===== config.mk =====
export PLATFORM = sky130hd
export DESIGN_NAME = pmc_power_mode_controller
export DESIGN_NICKNAME = d
export VERILOG_FILES = /design/src/verilog/pmc_pkg.sv /design/src/verilog/pmc_power_mode_controller.sv
export SDC_FILE = /design/constraint.sdc
export NUM_CORES = 1
export LEC_CHECK = 0
export ABC_AREA = 0
export BUFFER_PORTS_ARGS = -buffer_cell sky130_fd_sc_hd__buf_2
export CAP_MARGIN = 20
export CORE_ASPECT_RATIO = 0.7
export CORE_UTILIZATION = 40
export CTS_BUF_LIST = sky130_fd_sc_hd__clkbuf_2
export CTS_CLUSTER_SIZE = 40
export DETAILED_ROUTE_END_ITERATION = 12
export PLACE_DENSITY = 0.65
export RECOVER_POWER = 25
export SLEW_MARGIN = 20
export SYNTH_ARGS = -nofsm -noshare
export SYNTH_HDL_FRONTEND = slang
export SYNTH_SLANG_ARGS = --single-unit

===== constraint.sdc =====
create_clock -name mclk_i -period 1.9 [get_ports mclk_i]
set_clock_uncertainty 0.15 [all_clocks]
set_input_delay 0.38 -clock mclk_i [delete_from_list [all_inputs] [get_ports mclk_i]]
set_output_delay 0.38 -clock mclk_i [all_outputs]
set_load 0.03 [all_outputs]

===== src/verilog/pmc_pkg.sv =====
// How it works
// - five states are kept: per-core active and sleep, plus system deep-sleep, power-down and deep power-down.
// - each core without pd enable moves between active and sleep on its own, whatever its peer does.
// - a sleeping core loses its clock enable while peripheral and memory clocks keep running.
// - every system power-down level gates both cores and all peripherals outside the always-on domain.
// - memory power follows a per-level retention mask for the selected power-down level.
// - only an active core that is enabled for power-down may start a system power-down.
// - with both cores enabled, power-down starts only once both have issued a wait instruction.
// - a sleeping core wakes on an interrupt or an event input for that core, sampled in the same cycle and not latched.
// - sleep wake-up is handled per core, so one core wakes without the other.
// - system power-down is left only on a wake pin, real-time clock or alarm timer event.
// - leaving deep power-down runs a full chip reset and boot instead of resuming.
// - the always-on domain supply selector picks main regulator or battery so it never loses power.
// - per-block resets come from the reset unit; the secondary core stays in reset until software releases it.
// - after power-up or any chip reset the internal rc oscillator is the selected clock source.
package pmc_pkg;
  // system power levels requested by software
  localparam logic [1:0] PD_LVL_DEEP_SLEEP = 2'h0;
  localparam logic [1:0] PD_LVL_POWER_DOWN = 2'h1;
  localparam logic [1:0] PD_LVL_DEEP_PD    = 2'h2;
  // clock source codes
  localparam logic [1:0] CLK_SRC_IRC       = 2'h0;
  // memory retention masks per level, one bit per memory block
  localparam logic [3:0] RET_DEEP_SLEEP    = 4'hF;
  localparam logic [3:0] RET_POWER_DOWN    = 4'h3;
  localparam logic [3:0] RET_DEEP_PD       = 4'h0;
  localparam logic [3:0] RET_ALL           = 4'hF;
  // length of the chip reset pulse after deep power-down wake
  localparam int unsigned BOOT_RST_NS      = 100;
  localparam int unsigned CLK_PERIOD_NS    = 4;
  localparam int unsigned BOOT_RST_CYC     = BOOT_RST_NS / CLK_PERIOD_NS;
  // system state machine
  typedef enum logic [2:0] {
    PMC_RUN   = 3'b000,
    PMC_DSLP  = 3'b001,
    PMC_PD    = 3'b010,
    PMC_DPD   = 3'b011,
    PMC_RESET = 3'b100
  } pmc_state_t;
endpackage


===== src/verilog/pmc_power_mode_controller.sv =====
`timescale 1ns/1ps
module pmc_power_mode_controller
  import pmc_pkg::*;
#(
  parameter int unsigned NUM_MEM  = 4,
  parameter int unsigned RST_CYC  = pmc_pkg::BOOT_RST_CYC
)(
  // clock, reset, enable
  input  wire logic                 mclk_i,
  input  wire logic                 arst_n_i,
  input  wire logic                 clk_en_i,
  // per-core wait instructions, wake requests and power-down enables
  input  wire logic [1:0]           wait_instr_i,
  input  wire logic [1:0]           core_irq_i,
  input  wire logic [1:0]           core_event_i,
  input  wire logic [1:0]           pd_enable_i,
  // system power-down request
  input  wire logic [1:0]           pd_level_i,
  // secondary core reset release from software
  input  wire logic                 core1_rst_release_i,
  // always-on wake sources and main supply status
  input  wire logic                 wake_pin_i,
  input  wire logic                 rtc_event_i,
  input  wire logic                 alarm_event_i,
  input  wire logic                 main_supply_ok_i,
  // core and domain controls
  output logic [1:0]                core_clk_en_o,
  output logic [1:0]                core_sleep_o,
  output logic                      periph_pwr_en_o,
  output logic [NUM_MEM-1:0]        mem_pwr_en_o,
  output logic [2:0]                sys_state_o,
  output logic                      chip_rst_n_o,
  output logic                      core1_rst_n_o,
  output logic [1:0]                clk_src_sel_o,
  output logic                      aon_from_battery_o,
  output logic                      aon_wake_det_en_o
);
  import pmc_pkg::*;

  // refuse sizes the retention masks and the 8-bit reset counter cannot serve
  if (NUM_MEM != 4 || RST_CYC < 1 || RST_CYC > 256)
  begin : g_param_check
    $error("pmc: NUM_MEM must be 4 and RST_CYC within 1 to 256");
  end

  //////////////////////////////////////////////////////////////////////////
  pmc_state_t       state_q, state_d;
  logic [1:0]       sleep_q, sleep_d;
  logic [1:0]       wait_seen_q, wait_seen_d;
  logic [7:0]       rst_cnt_q;
  logic             core1_rel_q;

  // wake decodes
  wire              sys_wake   = wake_pin_i | rtc_event_i | alarm_event_i;
  wire [1:0]        core_wake  = core_irq_i | core_event_i;
  wire [1:0]        active     = ~sleep_q;
  // cores eligible to request system power-down
  wire [1:0]        pd_req     = wait_instr_i & active & pd_enable_i;
  wire [1:0]        seen_now   = wait_seen_q | pd_req;
  wire              both_en    = &pd_enable_i;
  // agreement: every enabled core has issued its wait instruction
  wire              pd_agree   = (|pd_req) &&
                                 ((seen_now & pd_enable_i) == pd_enable_i);
  wire              in_run     = (state_q == PMC_RUN);
  wire              rst_done   = (rst_cnt_q == 8'h00);

  //////////////////////////////////////////////////////////////////////////
  // per-core sleep; a core without pd enable sleeps on its own
  genvar g;
  generate
    for (g = 0; g < 2; g++)
    begin : g_core
      always_comb
      begin
        sleep_d[g] = sleep_q[g];
        if (!in_run)
          sleep_d[g] = 1'b0;
        else if (sleep_q[g] && core_wake[g])
          sleep_d[g] = 1'b0;
        else if (wait_instr_i[g] && !pd_enable_i[g])
          sleep_d[g] = 1'b1;
      end
      assign core_clk_en_o[g] = in_run && !sleep_q[g];
    end
  endgenerate

  // wait collection for the two-core agreement
  always_comb
  begin
    wait_seen_d = wait_seen_q;
    if (!in_run || pd_agree)
      wait_seen_d = 2'b00;
    else if (both_en)
      wait_seen_d = seen_now;
  end

  //////////////////////////////////////////////////////////////////////////
  // system state transitions
  always_comb
  begin
    state_d = state_q;
    unique case (state_q)
      PMC_RUN:
        if (pd_agree)
        begin
          unique case (pd_level_i)
            PD_LVL_DEEP_SLEEP: state_d = PMC_DSLP;
            PD_LVL_POWER_DOWN: state_d = PMC_PD;
            default:           state_d = PMC_DPD;
          endcase
        end
      PMC_DSLP, PMC_PD:
        if (sys_wake)
          state_d = PMC_RUN;
      PMC_DPD:
        if (sys_wake)
          state_d = PMC_RESET;
      PMC_RESET:
        if (rst_done)
          state_d = PMC_RUN;
      default:
        state_d = PMC_RESET;
    endcase
  end

  //////////////////////////////////////////////////////////////////////////
  // state registers
  always_ff @(posedge mclk_i or negedge arst_n_i)
  begin
    if (!arst_n_i)
    begin
      state_q     <= PMC_RUN;
      sleep_q     <= 2'b00;
      wait_seen_q <= 2'b00;
    end
    else if (clk_en_i)
    begin
      state_q     <= state_d;
      sleep_q     <= sleep_d;
      wait_seen_q <= wait_seen_d;
    end
  end

  // chip reset pulse counter after deep power-down wake
  always_ff @(posedge mclk_i or negedge arst_n_i)
  begin
    if (!arst_n_i)
      rst_cnt_q <= 8'h00;
    else if (clk_en_i)
    begin
      if (state_q == PMC_DPD && sys_wake)
        rst_cnt_q <= 8'(RST_CYC - 1);
      else if (!rst_done)
        rst_cnt_q <= rst_cnt_q - 8'h01;
    end
  end

  // secondary core reset release; cleared again by chip reset
  always_ff @(posedge mclk_i or negedge arst_n_i)
  begin
    if (!arst_n_i)
      core1_rel_q <= 1'b0;
    else if (clk_en_i)
    begin
      if (state_q == PMC_RESET)
        core1_rel_q <= 1'b0;
      else if (core1_rst_release_i)
        core1_rel_q <= 1'b1;
    end
  end

  //////////////////////////////////////////////////////////////////////////
  // outputs
  wire [3:0] ret_mask = (state_q == PMC_DSLP) ? RET_DEEP_SLEEP :
                        (state_q == PMC_PD)   ? RET_POWER_DOWN :
                        (state_q == PMC_DPD)  ? RET_DEEP_PD    :
                                                RET_ALL;

  assign core_sleep_o       = sleep_q;
  assign sys_state_o        = state_q;
  assign periph_pwr_en_o    = in_run;
  assign mem_pwr_en_o       = ret_mask;
  assign chip_rst_n_o       = (state_q != PMC_RESET);
  assign core1_rst_n_o      = core1_rel_q && chip_rst_n_o;
  assign clk_src_sel_o      = CLK_SRC_IRC;
  assign aon_from_battery_o = !main_supply_ok_i;
  assign aon_wake_det_en_o  = 1'b1;
endmodule // pmc_power_mode_controller

==> run summary <==
Net Sw Frac -> 43.9%
CTS Sinks -> 16
nets -> 172
Placer Congestion -> 0.866
Clk network pwr share -> 10.0%
register area share after synthesis -> 39.9%
post-DP HPWL -> 1730 um
DIE WIDTH -> 61.9 um
first-pass iteration count of the detailed router -> 4
final WL -> 2310 um
worst-path maximum fanout -> 5
Metal-1 WL -> 1050 um
fin. max-slew vios -> 0
layout cells sized above 1 -> 39.1%
Yosys top cell by area -> dfrtp_1
critical path endpoint category -> output pin
WP buf/inv -> 1
Hold Crit Class -> input port to flop
GRT Total Usage -> 19.8%
Skew-Pair Late Insertion Delay -> 0.29 ns
Period minus WS final -> 1.94 ns
Placed Instances -> 177
TritonCTS Buffers -> 3
status -> finished, violations left
startpoint types -> flop
Final setup viols -> 3
Top delay family on crit path -> simple AND/OR/NAND/NOR gates
Worst slew margin -> 42.1%
power per cell area -> 1180 mW/mm^2
TritonCTS clock tree -> built
Pleak -> 0.593 nW
DRC Markers -> 0
Yosys top cell area share -> 39.9%
RSZ-0062 raised after global routing -> yes
initial antenna violation count -> 0
worst setup margin -> -0.0361 ns
htree depth -> 1
NetSw -> 687 uW
peak supply drop -> 0.629 mV
Power Total -> 1.56 mW
CP max stage delay -> 0.45 ns
Gate power share -> 53.6%
syn avg cell area -> 8.97 sq um
synth-to-layout area growth -> 31.6%
Pint -> 877 uW
Worst EP arrival -> 1.41 ns
Initial Util -> 44.5%
ANT cells -> 0
ys flop type -> dfrtp_1
via count -> 968
WL/cell -> 12.6 um
antenna viol nets, final -> 0
Die Area -> 0.00272 sq mm
CP Class -> flop to output pin
Synth Instances -> 112
final-report hold violation count -> 0
I/O pin cnt -> 36
Root Buffer -> clkbuf_2
failing checks -> negative setup slack
CTS clk-pin slew, worst paths -> 0.16 ns
Die Y -> 43.9 um
FMAX -> 517 MHz
met3 WL -> 96 um
vias per cell -> 5.29
register share of total power -> 36.4%
Setup TNS -> -0.0875 ns
Slowest cell on crit path -> or3_4
worst slew pin tran -> 0.868 ns
EDFF count, synth -> 0
Netlist cell types -> 46
number of global-route vias before repair -> 882
Max-Cap Viols -> 0
fin cells -> 183
Clock Tree Buf Depth -> 2
core area -> 0.00226 sq mm
Cell Area, Synth -> 0.00100 sq mm
final worst-path cycle share -> 102%
largest net degree at the start of global routing -> 20
Overflow after GRT -> 0
first-pass GRT wire length -> 3830 um
met2 routed WL -> 1150 um
Ys Warns -> 0
initial drt markers -> 40
Max Used Layer -> met4
I/O Buffers -> 32
CP Data Required Time -> 1.37 ns
largest cells by area after synthesis -> dfrtp_1 40%, buf_4 4.5%, a21oi_1 3.5%
Async S/R FF share, synth -> 100%
FF+latch count, synth -> 16
crit path cell chain -> or3_4 -> nor2_4 -> buf_6
Std-Cell Rows -> 14
flip-flops by register name, indices dropped and copies added, names as in the netlist:
signal / count
rst_cnt_q: 8
core_sleep_o: 2
core1_rel_q: 1
sys_state_o: 3
wait_seen_q: 2
metal layers:
metal,up-vias,GRT usage [%]
li1,487,-
met1,452,23.2
met2,27,35.5
met3,2,6.27
met4,0,4.00
met5,-,0
worst paths after layout:
path	slack, ns	from	cells after the start	to
worst max-delay path	-0.04	sys_state_o[1]	3	core_clk_en_o[1]
max in group asynchronous	0.48	arst_n_i	2	sys_state_o[0]
worst max register to register	0.08	rst_cnt_q[1]	6	rst_cnt_q[6]
worst min register to register	0.41	core1_rel_q	2	core1_rel_q
min in group asynchronous	0.54	arst_n_i	2	wait_seen_q[1]
worst min-delay path	0.16	pd_enable_i[0]	2	core_sleep_o[0]
placed cells by master, fill, tap and decap left out, types with 2 or more instances in the layout:
cell      count
dfrtp_2       2
a21oi_1       6
buf_6         4
nor2_1        5
nor3_1        3
a211oi_1      2
buf_2        27
dfrtp_1      14
inv_1         4
a31oi_1       4
nand2_2       2
o31ai_1       4
buf_4         8
or3_1         2
o21ai_0       4
and2_1        2
o31a_1        2
and3_1        2
nand2_1       7
conb_1        3
nor2_4        3
clkbuf_2      3
nor2b_1       2
nand3b_1      2
power groups by stage:
stage                     Combinational (mW)  Clock, mW  Sequential [mW]
after floorplan                        0.471          0            0.580
after global placement                 0.711          0            0.553
after detailed placement               0.722          0            0.559
after CTS                              0.781      0.166            0.553
after global routing                   0.914      0.183            0.591
final                                  0.838      0.156            0.570
final cells by class:
class                           count  area (sq um)
Clock inverter                      1          3.75
Fill cell                         195           937
Timing Repair Buffer               41           254
Tap cell                           32          40.0
Multi-Input combinational cell     84           583
Sequential cell                    16           403
Clock buffer                        3          15.0
Inverter                            6          23.8
cell families (layout without fill, tap and decap cells):
logic type / count (synthesis) / in the layout / share of synthesized area, %
AND/OR/NAND/NOR: 44 / 44 / 25.8
AO/OA/AOI/OAI: 33 / 33 / 22.2
flip-flops: 16 / 16 / 39.9
buffers and inverters: 13 / 51 / 7.22
adder cells (fa/ha/maj): 2 / 2 / 2.49
other: 2 / 3 / 0.747
XOR/XNOR: 2 / 2 / 1.74
stage by stage:
| step | hold WS, ns | utilization (%) | instance area (sq um) | setup slack, ns |
|---|---|---|---|---|
| 2_1_floorplan | -0.0656 | - | 1010 | 0.00457 |
| 3_3_place_gp | 0.164 | 53.8 | 1210 | 0.0338 |
| 3_5_place_dp | 0.174 | 53.8 | 1210 | 0.00700 |
| 4_1_cts | 0.133 | 56.9 | 1280 | -0.0697 |
| 5_1_grt | 0.134 | 58.5 | 1320 | -0.120 |
| 6_report | 0.155 | 58.5 | 1320 | -0.0361 |
synthesized netlist by cell type, drive strengths merged (2+ instances only):
library cell	instances
a31oi	4
o21ai	6
nand2	9
nor2b	2
o31ai	4
dfrtp	16
buf	6
a211oi	2
nand3b	2
and2	2
or3b	3
nor4	2
ha	2
nor3	3
conb	2
a21oi	7
o31a	2
inv	5
and3	2
or3	3
nor2	8
repair_timing:
item | in CTS | in global routing
resized for setup | 12 | 9
setup endpoints to repair | 6 | 8
buffers inserted | 0 | 1
hold buffers | 1 | 0
endpoints found under the hold margin | 16 | 0
pin swaps | 1 | 2
(Power assumes the default switching activity.)
